`config.mk`:
```
export PLATFORM = sky130hd
export DESIGN_NAME = host_irq_ctrl
export DESIGN_NICKNAME = d
export VERILOG_FILES = /design/src/hirc_pkg.sv /design/src/reg_store.sv /design/src/host_irq_ctrl.sv
export VERILOG_INCLUDE_DIRS = /design/src
export SDC_FILE = /design/constraint.sdc
export NUM_CORES = 1
export LEC_CHECK = 0
export BUFFER_PORTS_ARGS = -buffer_cell sky130_fd_sc_hd__buf_2
export CORE_MARGIN = 1.5
export CORE_UTILIZATION = 40
export DETAILED_ROUTE_END_ITERATION = 8
export GPL_ROUTABILITY_DRIVEN = 0
export SLEW_MARGIN = 20
export SYNTH_ARGS = -nofsm -noshare
export SYNTH_HDL_FRONTEND = slang
export SYNTH_SLANG_ARGS = --single-unit
```
`constraint.sdc`:
```
create_clock -name ref_clk -period 8.8 [get_ports ref_clk]
set_clock_uncertainty 0.05 [all_clocks]
set_input_delay 2.64 -clock ref_clk [delete_from_list [all_inputs] [get_ports ref_clk]]
set_output_delay 2.64 -clock ref_clk [all_outputs]
set_load 0.005 [all_outputs]
```
`src/hirc_regs.svh`:
```
// Offsets, field positions, key values and timing figures of the block.
`ifndef HIRC_REGS_SVH
`define HIRC_REGS_SVH

`define IRQ_SRC_ADDR 8'h00
`define DUTY_MODE_ADDR 7'h07
`define IRQ_MASK_ADDR 7'h09
`define RESET_KEY_ADDR 8'hff
`define RESET_KEY_FIRST 8'hde
`define RESET_KEY_SECOND 8'h00
`define SLAVE_ADDR 7'h2b
`define NVM_LAST_IDX 7'h5e
`define DUTY_IRQ_BIT 0
`define DUTY_RESET 1'h1
`define IRQ_MASK_RESET 4'hf
`define CLK_MHZ 200
`define SETTLE_TIME_US 500
`define SCAN_PERIOD_US 30000
`define SETTLE_CYCLES (`SETTLE_TIME_US * `CLK_MHZ)
`define SCAN_CYCLES (`SCAN_PERIOD_US * `CLK_MHZ)

`endif

```
`src/hirc_pkg.sv`:
```
// State types of the host interrupt and reset controller.
package hirc_pkg;
  typedef enum logic [1:0] {
    seq_reset, seq_settle, seq_load, seq_run
  } seq_state_e;
  typedef enum logic [3:0] {
    i2c_idle, i2c_addr, i2c_addr_ack, i2c_ptr, i2c_ptr_ack,
    i2c_wdata, i2c_wdata_ack, i2c_rdata, i2c_rd_mack
  } i2c_state_e;
endpackage

```
`src/reg_store.sv`:
```
// Register storage with one write port and a registered read port.
`timescale 1ns/1ps
module reg_store (
  input wire logic ref_clk, // Clock
  input wire logic we, // Write strobe
  input wire logic [6:0] waddr, // Write address
  input wire logic [7:0] wdata, // Write data
  input wire logic [6:0] raddr, // Read address
  output logic [7:0] rdata_q // Read data, one cycle after raddr
);
  logic [7:0] mem [0:127];

  always_ff @(posedge ref_clk) begin
    if (we) begin
      mem[waddr] <= wdata;
    end
    rdata_q <= mem[raddr];
  end
endmodule

```
`src/host_irq_ctrl.sv`:
```
// Host interrupt line, reset sequencing and register port of the controller.
`timescale 1ns/1ps
`include "hirc_regs.svh"
// Behaviour
// - Interrupt held low during power-up when configured for interrupt duty.
// - Interrupt released by itself when power-up ends.
// - Analog output levels updated within one scan period after release.
// - Register access accepted once the interrupt has risen.
// - Interrupt re-evaluated once per scan period.
// - Touch, and release when enabled, assert the interrupt.
// - Proximity gained or lost asserts the interrupt.
// - Completed compensation asserts the interrupt.
// - Interrupt held asserted during every kind of reset when configured for interrupt duty.
// - Any register read clears the pending interrupt.
// - Three reset sources: power-up, reset pin, software key.
// - Reset pin low holds reset; full power-up follows its rise.
// - Writing 0xDE then 0x00 to address 0xFF resets the device.
// - Clocks settle and registers initialise before readiness.
// - Register settings load from nonvolatile storage after any reset.
// - Serial slave answers at seven-bit address 0x2B.
module host_irq_ctrl #(
  parameter int unsigned SETTLE_CYCLES = `SETTLE_CYCLES, // Settle wait
  parameter int unsigned SCAN_CYCLES = `SCAN_CYCLES // Scan period
) (
  input wire logic ref_clk, // 200 MHz clock
  input wire logic rst_n, // Power-up reset, active low
  input wire logic hw_reset_n, // Hardware reset pin, active low
  input wire logic scl_in, // Serial clock level
  input wire logic sda_in, // Serial data level
  output logic sda_out, // Serial data drive value, always low
  output logic sda_oe, // Serial data pull-down enable
  output logic host_irq_n, // Interrupt drive value, always low
  output logic host_irq_oe, // Interrupt pull-down enable
  input wire logic touch_evt, // Button touch event pulse
  input wire logic release_evt, // Button release event pulse
  input wire logic prox_evt, // Proximity detected pulse
  input wire logic prox_loss_evt, // Proximity lost pulse
  input wire logic comp_done_evt, // Compensation done pulse
  input wire logic [11:0] analog_level_in, // New analog levels
  output logic [11:0] analog_output_level, // Analog levels in use
  output logic [6:0] nvm_addr, // Nonvolatile storage address
  input wire logic [7:0] nvm_rdata, // Data at nvm_addr, same cycle
  output logic ready // High in normal operation
);
  logic rst_m_q, rst_sync_q;
  hirc_pkg::seq_state_e seq_q, seq_d;
  hirc_pkg::i2c_state_e st_q, st_d;
  logic [31:0] cnt_q, cnt_d, scan_q, scan_d;
  logic [6:0] idx_q, idx_d;
  logic [2:0] bit_q, bit_d;
  logic [7:0] sh_q, sh_d, ptr_q, ptr_d, byte_v, rd_byte, mem_rdata;
  logic ph_q, ph_d, oe_q, oe_d, armed_q, armed_d;
  logic scl_q, sda_q, duty_q, duty_d, irq_q, irq_d, pend_q, pend_d;
  logic ready_q, ready_d;
  logic [3:0] mask_q, mask_d, src_q, src_d, evt_vec;
  logic [11:0] level_q, level_d;
  logic scl_rise, scl_fall, start_c, stop_c, tick, any_evt, in_run;
  logic wr_hit, rd_start, src_rd, soft_rst, mem_we;
  logic [6:0] mem_waddr;
  logic [7:0] mem_wdata;

  always_ff @(posedge ref_clk or negedge rst_n) begin
    if (!rst_n) begin
      rst_m_q <= 1'b0;
      rst_sync_q <= 1'b0;
    end else begin
      rst_m_q <= 1'b1;
      rst_sync_q <= rst_m_q;
    end
  end

  assign in_run = (seq_q == hirc_pkg::seq_run);
  assign scl_rise = scl_in & ~scl_q;
  assign scl_fall = ~scl_in & scl_q;
  assign start_c = scl_in & scl_q & sda_q & ~sda_in;
  assign stop_c = scl_in & scl_q & ~sda_q & sda_in;
  assign byte_v = {sh_q[6:0], sda_in};
  assign rd_byte = (ptr_q == `IRQ_SRC_ADDR) ? {4'h0, src_q} :
                   (ptr_q[7] ? 8'h00 : mem_rdata);

  // Reset and power-up sequence.
  always_comb begin
    seq_d = seq_q;
    cnt_d = cnt_q;
    idx_d = idx_q;
    case (seq_q)
      hirc_pkg::seq_reset: begin
        cnt_d = 32'h0000_0000;
        idx_d = 7'h00;
        if (hw_reset_n) seq_d = hirc_pkg::seq_settle;
      end
      hirc_pkg::seq_settle: begin
        cnt_d = cnt_q + 32'h0000_0001;
        if (cnt_q == SETTLE_CYCLES - 1) seq_d = hirc_pkg::seq_load;
      end
      hirc_pkg::seq_load: begin
        idx_d = idx_q + 7'h01;
        if (idx_q == `NVM_LAST_IDX) seq_d = hirc_pkg::seq_run;
      end
      hirc_pkg::seq_run: begin
        seq_d = seq_q;
      end
      default: seq_d = hirc_pkg::seq_reset;
    endcase
    if (!hw_reset_n || soft_rst) begin
      seq_d = hirc_pkg::seq_reset;
    end
    ready_d = (seq_d == hirc_pkg::seq_run);
  end

  // Serial slave; idle whenever the device is not running.
  always_comb begin
    st_d = st_q;
    bit_d = bit_q;
    sh_d = sh_q;
    ptr_d = ptr_q;
    ph_d = ph_q;
    oe_d = oe_q;
    armed_d = in_run ? armed_q : 1'b0;
    wr_hit = 1'b0;
    rd_start = 1'b0;
    src_rd = 1'b0;
    soft_rst = 1'b0;
    if (!in_run || stop_c) begin
      st_d = hirc_pkg::i2c_idle;
      oe_d = 1'b0;
    end else if (start_c) begin
      st_d = hirc_pkg::i2c_addr;
      bit_d = 3'h0;
      oe_d = 1'b0;
    end else begin
      case (st_q)
        hirc_pkg::i2c_addr, hirc_pkg::i2c_ptr, hirc_pkg::i2c_wdata: begin
          if (scl_rise) begin
            sh_d = byte_v;
            bit_d = bit_q + 3'h1;
            ph_d = 1'b0;
            if (bit_q == 3'h7) begin
              if (st_q == hirc_pkg::i2c_addr) begin
                if (byte_v[7:1] == `SLAVE_ADDR) begin
                  st_d = hirc_pkg::i2c_addr_ack;
                  rd_start = byte_v[0];
                end else begin
                  st_d = hirc_pkg::i2c_idle;
                end
              end else if (st_q == hirc_pkg::i2c_ptr) begin
                ptr_d = byte_v;
                st_d = hirc_pkg::i2c_ptr_ack;
              end else begin
                wr_hit = 1'b1;
                ptr_d = ptr_q + 8'h01;
                st_d = hirc_pkg::i2c_wdata_ack;
                if (ptr_q == `RESET_KEY_ADDR) begin
                  armed_d = (byte_v == `RESET_KEY_FIRST);
                  soft_rst = armed_q && (byte_v == `RESET_KEY_SECOND);
                end
              end
            end
          end
        end
        hirc_pkg::i2c_addr_ack, hirc_pkg::i2c_ptr_ack,
        hirc_pkg::i2c_wdata_ack: begin
          if (scl_fall) begin
            bit_d = 3'h0;
            ph_d = ~ph_q;
            if (!ph_q) begin
              oe_d = 1'b1;
            end else if (st_q == hirc_pkg::i2c_addr_ack && sh_q[0]) begin
              st_d = hirc_pkg::i2c_rdata;
              sh_d = rd_byte;
              oe_d = ~rd_byte[7];
              src_rd = (ptr_q == `IRQ_SRC_ADDR);
            end else begin
              oe_d = 1'b0;
              st_d = (st_q == hirc_pkg::i2c_addr_ack) ?
                     hirc_pkg::i2c_ptr : hirc_pkg::i2c_wdata;
            end
          end
        end
        hirc_pkg::i2c_rdata: begin
          if (scl_fall) begin
            sh_d = {sh_q[6:0], 1'b0};
            oe_d = ~sh_q[6];
          end else if (scl_rise) begin
            bit_d = bit_q + 3'h1;
            if (bit_q == 3'h7) begin
              st_d = hirc_pkg::i2c_rd_mack;
              ph_d = 1'b0;
              ptr_d = ptr_q + 8'h01;
            end
          end
        end
        hirc_pkg::i2c_rd_mack: begin
          if (scl_fall && !ph_q) begin
            ph_d = 1'b1;
            oe_d = 1'b0;
          end else if (scl_rise && ph_q && sda_in) begin
            st_d = hirc_pkg::i2c_idle;
          end else if (scl_fall) begin
            ph_d = 1'b0;
            bit_d = 3'h0;
            st_d = hirc_pkg::i2c_rdata;
            sh_d = rd_byte;
            oe_d = ~rd_byte[7];
            src_rd = (ptr_q == `IRQ_SRC_ADDR);
          end
        end
        default: st_d = hirc_pkg::i2c_idle;
      endcase
    end
    // A reset from the pin or the key also drops a transfer in flight.
    if (!hw_reset_n || soft_rst) begin
      st_d = hirc_pkg::i2c_idle;
      oe_d = 1'b0;
    end
  end

  // Storage port is shared by the load sequence and host writes.
  always_comb begin
    mem_we = (seq_q == hirc_pkg::seq_load) ||
             (wr_hit && !ptr_q[7] && ptr_q != `IRQ_SRC_ADDR);
    mem_waddr = (seq_q == hirc_pkg::seq_load) ? idx_q : ptr_q[6:0];
    mem_wdata = (seq_q == hirc_pkg::seq_load) ? nvm_rdata : byte_v;
    duty_d = duty_q;
    mask_d = mask_q;
    if (mem_we && mem_waddr == `DUTY_MODE_ADDR) begin
      duty_d = mem_wdata[`DUTY_IRQ_BIT];
    end
    if (mem_we && mem_waddr == `IRQ_MASK_ADDR) begin
      mask_d = mem_wdata[3:0];
    end
  end

  reg_store u_store (
    .ref_clk(ref_clk),
    .we(mem_we),
    .waddr(mem_waddr),
    .wdata(mem_wdata),
    .raddr(ptr_q[6:0]),
    .rdata_q(mem_rdata)
  );

  // Scan period, pending events and the interrupt line.
  always_comb begin
    evt_vec = {comp_done_evt, prox_evt | prox_loss_evt, release_evt,
               touch_evt} & mask_q;
    any_evt = in_run && (|evt_vec);
    tick = in_run && (scan_q == SCAN_CYCLES - 1);
    scan_d = (!in_run || tick) ? 32'h0000_0000 : scan_q + 32'h0000_0001;
    src_d = in_run ? ((src_q & ~{4{src_rd}}) | evt_vec) : 4'h0;
    if (!in_run) begin
      pend_d = 1'b0;
    end else if (tick) begin
      pend_d = 1'b0;
    end else begin
      pend_d = pend_q | any_evt;
    end
    if (seq_d != hirc_pkg::seq_run) begin
      irq_d = duty_q;
    end else if (!in_run || !duty_q) begin
      irq_d = 1'b0;
    end else if (tick && (pend_q || any_evt)) begin
      irq_d = 1'b1;
    end else if (rd_start) begin
      irq_d = 1'b0;
    end else begin
      irq_d = irq_q;
    end
    level_d = tick ? analog_level_in : level_q;
  end

  always_ff @(posedge ref_clk or negedge rst_sync_q) begin
    if (!rst_sync_q) begin
      seq_q <= hirc_pkg::seq_reset;
      st_q <= hirc_pkg::i2c_idle;
      cnt_q <= 32'h0000_0000;
      scan_q <= 32'h0000_0000;
      idx_q <= 7'h00;
      bit_q <= 3'h0;
      sh_q <= 8'h00;
      ptr_q <= 8'h00;
      ph_q <= 1'b0;
      oe_q <= 1'b0;
      armed_q <= 1'b0;
      scl_q <= 1'b1;
      sda_q <= 1'b1;
      duty_q <= `DUTY_RESET;
      mask_q <= `IRQ_MASK_RESET;
      src_q <= 4'h0;
      pend_q <= 1'b0;
      irq_q <= 1'b1;
      level_q <= 12'h000;
      ready_q <= 1'b0;
    end else begin
      seq_q <= seq_d;
      st_q <= st_d;
      cnt_q <= cnt_d;
      scan_q <= scan_d;
      idx_q <= idx_d;
      bit_q <= bit_d;
      sh_q <= sh_d;
      ptr_q <= ptr_d;
      ph_q <= ph_d;
      oe_q <= oe_d;
      armed_q <= armed_d;
      scl_q <= scl_in;
      sda_q <= sda_in;
      duty_q <= duty_d;
      mask_q <= mask_d;
      src_q <= src_d;
      pend_q <= pend_d;
      irq_q <= irq_d;
      level_q <= level_d;
      ready_q <= ready_d;
    end
  end

  assign sda_out = 1'b0;
  assign host_irq_n = 1'b0;
  assign sda_oe = oe_q;
  assign host_irq_oe = irq_q;
  assign analog_output_level = level_q;
  assign nvm_addr = idx_q;
  assign ready = ready_q;
endmodule

```
# After elaboration in Yosys (flattened, before gate mapping)

Memory sizes are Yosys's and may differ from the RTL's. A register that Yosys moved wholly into a read port is not among the register bits.
Index checks and enable logic that the tools add are counted.

Logic and storage cells: 269
Flip-flop bits (word level): 126
Memory bits (writable): 1024
Memories: 1
Memory bits (read-only): 0
Bits in latches: 0

Order comparisons: 0
Add/subtract/negate cells: 5
Muxes and demuxes: 124
Multiply operators: 0
Shift-type cells: 0
Reductions and logical operators: 43
Divide/modulo/power cells: 0
Equality and inequality tests: 52
Bitwise logic cells: 22

Memories:

| name        | words | width | read ports | clocked after Yosys merged registers in | wr ports | line            | text |
|---|---|---|---|---|---|---|---|
| u_store.mem | 128   | 8     | 1          | 1                                       | 1        | reg_store.sv:11 | `logic [7:0] mem [0:127];` |

Operators by type and width:

| operator                                                                 | count |
|---|---|
| 8-bit 2-to-1 mux                                                         | 10 |
| 1-bit 2-to-1 mux                                                         | 65 |
| 32-bit by 1-bit adder with 32-bit output (second input constant)         | 2 |
| 32-bit case mux with 2 select lines                                      | 1 |
| 7-bit 2-to-1 mux                                                         | 9 |
| 4-bit 2-to-1 mux                                                         | 15 |
| 5-bit != test (second input constant)                                    | 9 |
| 32-bit by 17-bit equality test with 1-bit output (second input constant) | 1 |
| 32-bit by 23-bit equality test with 1-bit output (second input constant) | 1 |
| 32-bit 2-to-1 mux                                                        | 1 |
| 2-bit != test (second input constant)                                    | 14 |
| 7-bit case mux with 4 select lines                                       | 1 |
| 3-bit 2-to-1 mux                                                         | 8 |
| 6-bit != test (second input constant)                                    | 3 |
| 9-bit AND reduction                                                      | 2 |
| 4-bit by 3-bit equality test with 1-bit output (second input constant)   | 4 |
| 8-bit equality test (second input constant)                              | 2 |
| 8-bit logical NOT                                                        | 2 |
| 4-bit case mux with 4 select lines                                       | 1 |
| 8-bit case mux with 2 select lines                                       | 1 |
| 3-bit != test (second input constant)                                    | 5 |
| 7-bit case mux with 2 select lines                                       | 1 |
| 1-bit logical AND                                                        | 12 |
| 2-bit 2-to-1 mux                                                         | 6 |
| 37 further kinds                                                         | 70 |

# Logic depth before layout (Yosys ltp)

Gate-level depths: netlist (run 1).

Depth after elaboration: 14
Depth in mapped cells: 12

# Hierarchy

From an unflattened synthesis (run 1), not the netlist that was laid out.

Cell total of the unflattened synthesis: 2384
Area, all modules: 46661.0 µm²

By module, submodules not included:

| module        | area an instance (µm²) | times used | cells each | seq. area each (µm²) |
|---|---|---|---|---|
| reg_store     | 39656.8                | 1          | 1634       | 30909.6 |
| host_irq_ctrl | 7004.2                 | 1          | 750        | 3163.0 |

# Worst setup path before layout (run 1)

No wires, ideal clock.

Kind: input to register
From: in sda_in
To: mem u_store.mem[0][0], data pin
Path buffers: 1
Data required time: 8.234 ns
Arrival time: 4.410 ns
Stages: 3
Path slack: 3.824 ns
Cells stage by stage: buf_2 nand2_1 nand2_1

Word-level cells in the longest chain between the ends: 1

Ends and longest elaborated chain:

| what             | line                 | text |
|---|---|---|
| start, declared  | host_irq_ctrl.sv:29  | `input wire logic sda_in,` |
| 8-bit 2-to-1 mux | host_irq_ctrl.sv:223 | `mem_wdata = (seq_q == hirc_pkg::seq_load) ? nvm_rdata : byte_v;` |
| net mem_wdata[0] | host_irq_ctrl.sv:60  | `logic [7:0] mem_wdata;` |
| end, declared    | reg_store.sv:11      |  |

The timed path passes the listed nets, and every way through them passes these cells.

# Worst setup path in the final report (run 1)

From: in scl_in
To: mem u_store.mem[10][0] (enable)

Word-level cells in the longest chain between the ends: 10

Ends and longest elaborated chain:

| what                                                 | line                                                          | text |
|---|---|---|
| start, declared                                      | host_irq_ctrl.sv:28                                           | `input wire logic scl_in,` |
| 1-bit AND, on equally long branches                  | host_irq_ctrl.sv:73, host_irq_ctrl.sv:75, host_irq_ctrl.sv:76 |  |
| 1-bit 2-to-1 mux (tied with other cells)             | host_irq_ctrl.sv:134                                          | `if (scl_rise) begin` |
| 1-bit 2-to-1 mux (tied with other cells)             | host_irq_ctrl.sv:132                                          | `case (st_q)` |
| 1-bit 2-to-1 mux or 1-bit logical OR (tied branches) | host_irq_ctrl.sv:127, host_irq_ctrl.sv:124                    |  |
| 1-bit 2-to-1 mux *                                   | host_irq_ctrl.sv:124                                          | `if (!in_run \|\| stop_c) begin` |
| 1-bit logical AND *                                  | host_irq_ctrl.sv:221                                          | `` (wr_hit && !ptr_q[7] && ptr_q != `IRQ_SRC_ADDR); `` |
| 1-bit logical AND (no source line) *                 | n/a                                                           |  |
| 1-bit logical OR *                                   | host_irq_ctrl.sv:220                                          | `mem_we = (seq_q == hirc_pkg::seq_load) \|\|` |
| 1-bit 2-to-1 mux *                                   | reg_store.sv:14                                               | `if (we) begin` |
| 1-bit 2-to-1 mux (not written as such) *             | reg_store.sv:15                                               | `mem[waddr] <= wdata;` |

Every way passes the cells marked *; elsewhere a longest branch is shown, timed or not.

==> out/results.env, run 1 <==
STATUS='complete, no violations'
ROUTE.DETAILED.DRC=0
LEAKAGE_COMPONENT_OF_THE_POWER_nW=15.3
GLOBAL_ROUTE_WIRE_LENGTH_BEFORE_REPAIR_MM=179
AREA.SEQUENTIAL_UM2=34100
MAX_FREQ_GHz=0.185
AREA_OF_THE_DIE_UM2=119000
DETAILEDPLACEMENTHPWL_MM=74.9
CTS_BUFFER_DEPTH=3
GLOBALROUTEOVERFLOWTOTAL=0
WORSTMARGINPINSLEW_NS=1.04
YS_TOP_CELLS_BY_COUNT='sky130_fd_sc_hd__edfxtp_1, sky130_fd_sc_hd__mux4_2, sky130_fd_sc_hd__nor2_1'
POST_LAYOUT_NONFILLER_INSTANCES=4314
DPL.CELL_COUNT=4098
STD_CELL_ROWS=125
TIMING.CRITICAL_PATH.TO_TYPE='flop'
REGISTER_BIT_TOTAL_FROM_SYNTHESIS=1158
SYNTH_EDF_COUNT=1024
SYNTH_CELL_TYPE_COUNT=82
PATH_CLASS='in2reg'
DATA_REQUIRED_CRITICAL_PATH_NS=9.08
CLOCK_SINK_COUNT=1158
CORE_AREA_UM2=116000
PATH_CLK_SLEW_NS=0.06
FINAL.SETUP.TNS_NS=0
TOTALWIRELENGTH_MM=123
PLACEDINSTANCEAREA_UM2=48700
FIRST_GLOBAL_VIAS=25200
WORST_SETUP_PATH_START_KIND='input port'
ROUTE.DETAILED.VIAS_PER_INST=5.90
FINAL_NETS=2727
CLKLATENCYLATEPIN_NS=0.72
POST-ROUTE-PERIOD-UTIL_PCT=61.4
DP_SLACK_NS=2.77
FINAL_HOLD_VIOL_COUNT=0
DIE_W_UM=345
PEAKVDDDROP_uV=169
DIE_Y_UM=345
SYNTH_SEQUENTIAL_AREA_RATIO_PCT=72.7
FLOORPLAN.INITIALDENSITY_PCT=40.4
GR-USAGE-MET3_PCT=3.55
POST_CTS_HOLD_BUFFER_COUNT=0
CTS_TREE='built'
MET2_TRACK_UTILIZATION_FROM_GLOBAL_ROUTING_PCT=32.6
SYNTH_AREA_LEADERS='sky130_fd_sc_hd__edfxtp_1, sky130_fd_sc_hd__mux4_2, sky130_fd_sc_hd__dfrtp_1, sky130_fd_sc_hd__mux2i_1, sky130_fd_sc_hd__nor2_1'
CTSRESIZECOUNT=0
MIN_PATH_TYPE='reg2reg'
SYNTH_CELLS=2625
P_PER_AREA_nW_PER_UM2=207
DESIGN.PORTCOUNT=54
SYNTHFLOPTYPE='sky130_fd_sc_hd__edfxtp_1'
CLOCK_TREE.HTREE_LEVEL_COUNT=3
FIRST_PASS_ITERS=6
SYN_TO_FINAL_GROWTH_PCT=12.1
CTS_ROOT_BUF='sky130_fd_sc_hd__clkbuf_16'
CRITPATHMAXFANOUT=14
MULTI_INPUT_GATE_AREA_UM2=12100
GRT_START_MAX_NET_PINS=99
SYNTH_TOP_CELL_BY_AREA='sky130_fd_sc_hd__edfxtp_1'
REPORT.FINAL.SETUP_VIOL=0
PORT-BUFFER-COUNT=51
MET1_TRACK_DEMAND_OVER_RESOURCE_PCT=28.5
RELSLEWSLACK_PCT=30.6
YOSYSTOPAREACELLSHARE_PCT=65.6
SLEW_VIOL_FINAL=0
GRT_USAGE_PCT=20.4
DETAILEDROUTE.FIRSTITERATIONVIOLATIONS=2907
SHARE_OF_FLIP_FLOPS_WITH_AN_ASYNCHRONOUS_SET_OR_RESET_AFTER_SYNTHESIS_PCT=10.9
MAXCAPVIOLCOUNT=0
SYNTH.YOSYS.WARNINGS=0
ANTENNA_VIOLATIONS_BEFORE_REPAIR=3
POST-SYNTH-TOP-COUNT-CELL='sky130_fd_sc_hd__edfxtp_1'
TRITONCTS.NUM_BUFFERS=113
VIAS=25500
FINAL_PERIOD_DEMAND_OF_THE_WORST_PATH_NS=5.40
LAYOUT.CELL_AREA.NON_FILLER_UM2=52500
FINAL_LAYOUT_SIZE_SUFFIX_GT1_SHARE_PCT=21.1
ANTENNA_VIOLATING_NETS_POST_ROUTE=0
NETLIST_AREA_UM2=46900
CRITICAL_PATH_ARRIVAL_NS=5.68
P_TOTAL_W=0.0109
SYN-MEAN-INSTANCE-AREA_UM2=17.9
CTS.REPAIR_TIMING.SETUP_BUFFER_COUNT=0
GRT.BUSIEST_LAYER='met2'
AVGROUTEDWIREPERCELL_UM=28.4
NFILLCELLS=9784
RSZ0062_AT_GRT='no'
POST-ROUTE-WORST-SETUP-SLACK_NS=3.40
[final cells by class]
type,count,area share (%)
antenna,1,0.00476
clock buffer,135,5.56
clock inverter,80,1.68
inverter,14,0.100
multi-input combinational,1317,23.1
sequential,1158,64.9
tap,1524,3.63
timing repair buffer,85,1.04
[report_power, final]
| part | total [W] | switching, W | internal, W |
|---|---|---|---|
| Clock | 0.00492 | 0.00210 | 0.00283 |
| Combinational | 0.0000432 | 0.0000310 | 0.0000123 |
| Sequential | 0.00592 | 0.0000106 | 0.00591 |
| Total | 0.0109 | 0.00214 | 0.00875 |
[stage by stage]
step / utilization, % / hold WS, ns
after floorplan: - / 0.281
after global placement: 41.9 / 0.290
after detailed placement: 41.9 / 0.287
after CTS: 45.2 / 0.301
after global routing: 45.2 / 0.320
final: 45.2 / 0.298
[flip-flops by register name (all words and copies together) (netlist names), 2 cells and up]
name                 flops
seq_q                    2
src_q                    4
ptr_q                    8
cnt_q                   32
sh_q                     7
u_store.mem           1024
scan_q                  32
bit_q                    3
analog_output_level     12
u_store.rdata_q          8
mask_q                   4
nvm_addr                 7
st_q                     4
[worst paths after layout]
| path | startpoint | endpoint | slack [ns] | cells after the start |
|---|---|---|---|---|
| setup / recovery | scl_in | u_store.mem[10][0] | 3.40 | 6 |
| hold / removal | rst_m_q | rst_sync_q | 0.30 | 0 |
| setup reg to reg | ptr_q[0] | u_store.mem[10][0] | 4.27 | 7 |
| hold reg to reg | rst_m_q | rst_sync_q | 0.30 | 0 |
| max in group asynchronous | rst_sync_q | cnt_q[30] | 6.92 | 1 |
| min in group asynchronous | rst_sync_q | nvm_addr[5] | 0.42 | 0 |
[worst max-delay path, cell delays in order]
cell,delay (ns)
sky130_fd_sc_hd__buf_2,0.14
sky130_fd_sc_hd__nor2b_1,0.22
sky130_fd_sc_hd__nand3_1,0.35
sky130_fd_sc_hd__o31ai_4,0.58
sky130_fd_sc_hd__nand3_2,0.88
sky130_fd_sc_hd__nor2_1,0.85
[routing by layer]
metal  wire, um  vias to the layer above  share of wire [%]
met5         22                        -              0.018
met4       3320                        4                2.7
met3      10300                      186                8.4
met2      58600                     1340                 48
met1      50300                    13300                 41
li1           -                    10700                  -
[cell usage in the layout, fill, tap and decap left out, types with 15 or more instances in the layout]
cell type / instances
sky130_fd_sc_hd__and3_1: 16
sky130_fd_sc_hd__nand4_1: 21
sky130_fd_sc_hd__o221ai_1: 26
sky130_fd_sc_hd__nand2b_1: 15
sky130_fd_sc_hd__mux2i_1: 115
sky130_fd_sc_hd__a22oi_1: 15
sky130_fd_sc_hd__nor3_1: 17
sky130_fd_sc_hd__mux2_2: 50
sky130_fd_sc_hd__clkbuf_1: 21
sky130_fd_sc_hd__a31oi_1: 16
sky130_fd_sc_hd__a21oi_1: 66
sky130_fd_sc_hd__nor4_1: 15
sky130_fd_sc_hd__nor2_1: 217
sky130_fd_sc_hd__clkbuf_16: 113
sky130_fd_sc_hd__o21ai_0: 66
sky130_fd_sc_hd__mux4_2: 225
sky130_fd_sc_hd__clkinv_1: 22
sky130_fd_sc_hd__clkinv_2: 18
sky130_fd_sc_hd__nand3_1: 53
sky130_fd_sc_hd__bufinv_16: 15
sky130_fd_sc_hd__dfrtp_1: 113
sky130_fd_sc_hd__buf_4: 31
sky130_fd_sc_hd__xor2_1: 35
sky130_fd_sc_hd__nand2_1: 126
sky130_fd_sc_hd__edfxtp_1: 1024
sky130_fd_sc_hd__xnor2_1: 19
sky130_fd_sc_hd__buf_2: 51
[kinds of logic after synthesis]
| kind of cell | after synthesis | share of synthesized area (%) |
|---|---|---|
| muxes | 393 | 14.5 |
| buffers and inverters | 151 | 1.74 |
| adders and majority gates | 8 | 0.213 |
| other | 2 | 0.0160 |
| and+or+nand+nor | 572 | 5.70 |
| DFF | 1158 | 72.7 |
| AOI/OAI and AO/OA | 287 | 4.13 |
| xor gates and xnor gates | 54 | 1.01 |
Power figures use the tool's default switching activity.
==> run 2: changes to the inputs <==
- clock period: 8.8 -> 5.2 ns (I/O delays scaled with it)
==> run 2 against run 1 <==
  * Cell count is 1.7% higher
  * Die area stayed put
  * Total power up 70%
  * Final area rose by 1.3%
  * Register-to-register slack worse by 3.1 ns
  * Via count up 0.35%
  * Utilization is 0.61 points higher
  * Critical path depth is the same
  * Setup slack got worse by 2.2 ns
  * Routed wire length fell by 1.8%
  * Global-route usage decreased by 0.34 points
  * Largest cell class unchanged
==> out/results.env, run 2 (synthesis gave the netlist of run 1 again) <==
ROUTE.DETAILED.DRC=0  # unchanged
ROUTE.DETAILED.VIAS_PER_INST=5.83  # was 5.90
GLOBAL_ROUTE_WIRE_LENGTH_BEFORE_REPAIR_MM=177  # was 179 mm
TIMING.RR.START='seq_q[0]'  # was ptr_q[0]
P_TOTAL_W=0.0185  # was 0.0109 W
CTS_BUFFER_DEPTH=3  # unchanged
TIMING.CRITICAL_PATH.TO_TYPE='flop'  # unchanged
DATA_REQUIRED_CRITICAL_PATH_NS=5.48  # was 9.08 ns
NFILLCELLS=9743  # was 9784
P_PER_AREA_nW_PER_UM2=348  # was 207 nW/um2
REGISTER_WITH_THE_MOST_FLIP_FLOPS='u_store.mem'  # unchanged
TRITONCTS.NUM_BUFFERS=114  # was 113
PORT-BUFFER-COUNT=51  # unchanged
FIRST_PASS_ITERS=6  # unchanged
REPORT.FINAL.SETUP_VIOL=0  # unchanged
CTSRESIZECOUNT=0  # unchanged
FINAL_CELL_MIX='sky130_fd_sc_hd__edfxtp_1, sky130_fd_sc_hd__mux4_2, sky130_fd_sc_hd__nor2_1, sky130_fd_sc_hd__nand2_1, sky130_fd_sc_hd__clkbuf_16'  # was sky130_fd_sc_hd__edfxtp_1, sky130_fd_sc_hd__mux4_2, sky130_fd_sc_hd__nor2_1, sky130_fd_sc_hd__nand2_1, sky130_fd_sc_hd__mux2i_1
RSZ0062_AT_GRT='no'  # unchanged
VIAS=25600  # was 25500
CRITPATHMAXFANOUT=14  # unchanged
FIRST_GLOBAL_VIAS=25700  # was 25200
TOP_REGS='u_store.mem x1024, cnt_q x32, scan_q x32'  # unchanged
PLACEDINSTANCEAREA_UM2=49400  # was 48700 um2
STATUS='complete, no violations'  # unchanged
AREA_OF_THE_DIE_UM2=119000  # unchanged
ANTENNA_VIOLATING_NETS_POST_ROUTE=0  # unchanged
DIE_W_UM=345  # unchanged
LARGEST_REGISTER_FFS=1024  # unchanged
MIN_PATH_TYPE='reg2async'  # was reg2reg
ANTENNA_VIOLATIONS_BEFORE_REPAIR=3  # unchanged
SETUP.REG_TO_REG.WORST_SLACK_NS=1.19  # was 4.27 ns
FINAL_LAYOUT_SIZE_SUFFIX_GT1_SHARE_PCT=23.1  # was 21.1%
SLEW_VIOL_FINAL=0  # unchanged
CLOCK_SINK_COUNT=1158  # unchanged
DIE_Y_UM=345  # unchanged
RELSLEWSLACK_PCT=26.8  # was 30.6%
GRT_USAGE_PCT=20.0  # was 20.4%
STD_CELL_ROWS=125  # unchanged
FINAL.SETUP.TNS_NS=0  # unchanged
LAYOUT.CELL_AREA.NON_FILLER_UM2=53300  # was 52500 um2
GLOBALROUTEOVERFLOWTOTAL=0  # unchanged
PATH_CLASS='reg2reg'  # was in2reg
POST_CTS_HOLD_BUFFER_COUNT=0  # unchanged
PATH_CLK_SLEW_NS=0.06  # about the same
DETAILEDPLACEMENTHPWL_MM=74.7  # was 74.9 mm
WORST_SETUP_PATH_START_KIND='flop'  # was input port
PEAKVDDDROP_uV=293  # was 169 uV
POST-ROUTE-PERIOD-UTIL_PCT=77.2
MAX_FREQ_GHz=0.249
DP_SLACK_NS=0.695  # was 2.77 ns
LAYOUT.CELLS.MOST_COMMON='sky130_fd_sc_hd__edfxtp_1'  # unchanged
CTS_TREE='built'  # unchanged
WORSTMARGINPINSLEW_NS=1.09  # was 1.04 ns
FINAL_HOLD_VIOL_COUNT=0  # unchanged
POST-ROUTE-WORST-SETUP-SLACK_NS=1.19  # was 3.40 ns
R2R-END='u_store.mem[21][7]'  # was u_store.mem[10][0]
CORE_AREA_UM2=116000  # unchanged
MAXCAPVIOLCOUNT=0  # unchanged
SYN_TO_FINAL_GROWTH_PCT=13.6  # was 12.1%
GRT_START_MAX_NET_PINS=129  # was 99
FINAL_CORE_UTIL_PCT=45.8  # was 45.2%
FLOORPLAN.INITIALDENSITY_PCT=40.4  # unchanged
DESIGN.PORTCOUNT=54  # unchanged
CRITICAL_PATH_ARRIVAL_NS=4.30  # was 5.68 ns
FINAL_NETS=2803  # was 2727
TOTALWIRELENGTH_MM=120  # was 123 mm
CLKLATENCYLATEPIN_NS=0.71  # was 0.72 ns
CTS.REPAIR_TIMING.SETUP_BUFFER_COUNT=0  # unchanged
CTS_ROOT_BUF='sky130_fd_sc_hd__clkbuf_16'  # unchanged
LEAKAGE_COMPONENT_OF_THE_POWER_nW=15.8  # was 15.3 nW
ANTENNA_CELLS_INSERTED=0  # was 1
FINAL_PERIOD_DEMAND_OF_THE_WORST_PATH_NS=4.01
AVGROUTEDWIREPERCELL_UM=27.4  # was 28.4 um
CLOCK_TREE.HTREE_LEVEL_COUNT=3  # unchanged
DETAILEDROUTE.FIRSTITERATIONVIOLATIONS=2653  # was 2907
REG2REG_DEPTH=6  # was 7
[run 2: power by group]
group,internal (W),total [W],switching [W]
clock network,0.00492,0.00844,0.00352
logic,0.0000254,0.0000878,0.0000624
registers,0.0100,0.0100,0.00000922
total,0.0149,0.0185,0.00360
[run 2: per-layer routing]
layer | routed length (um) | up-vias | GRT usage [%]
met3 | 9580 | 196 | 3.49
met5 | 13 | - | 0
met4 | 3840 | 2 | 6.89
met1 | 51000 | 13300 | 28.6
li1 | - | 10800 | -
met2 | 55900 | 1206 | 31.1
[run 2: worst max-delay path by stage]
stage / startpoint / end / slack, ns / cells past startpoint
2_1_floorplan: sda_in / u_store.mem[0][0] / 1.30 / 3
3_3_place_gp: scl_in / u_store.mem[93][5] / 0.78 / 6
3_5_place_dp: scl_in / u_store.mem[21][1] / 0.69 / 6
4_1_cts: seq_q[0] / u_store.mem[21][5] / 1.28 / 6
5_1_grt: seq_q[0] / u_store.mem[21][6] / 1.05 / 6
6_report: seq_q[0] / u_store.mem[21][7] / 1.19 / 6
[run 2: cell type report]
type                       count  area, um2  share of cell area [%]
inverter                      14       52.6                  0.0987
clock buffer                 145       3100                    5.83
clock inverter                68        749                    1.41
timing repair buffer         160       1240                    2.34
multi-input combinational   1317      12100                    22.7
sequential                  1158      34100                    64.0
tap                         1524       1910                    3.58
[run 2: worst max-delay path: stages, from the launching register on]
cell                       delay, ns
sky130_fd_sc_hd__dfrtp_1        0.50
sky130_fd_sc_hd__nor2b_2        0.54
sky130_fd_sc_hd__nor2_1         0.11
sky130_fd_sc_hd__a21oi_1        0.56
sky130_fd_sc_hd__o21ai_0        0.37
sky130_fd_sc_hd__nand2b_2       0.71
sky130_fd_sc_hd__nor2_1         0.77
[run 2: stage by stage]
step	hold slack, ns	std cells
2_1_floorplan	0.281	2626
3_3_place_gp	0.298	4172
3_5_place_dp	0.290	4172
4_1_cts	0.314	4385
5_1_grt	0.202	4386
6_report	0.170	4386
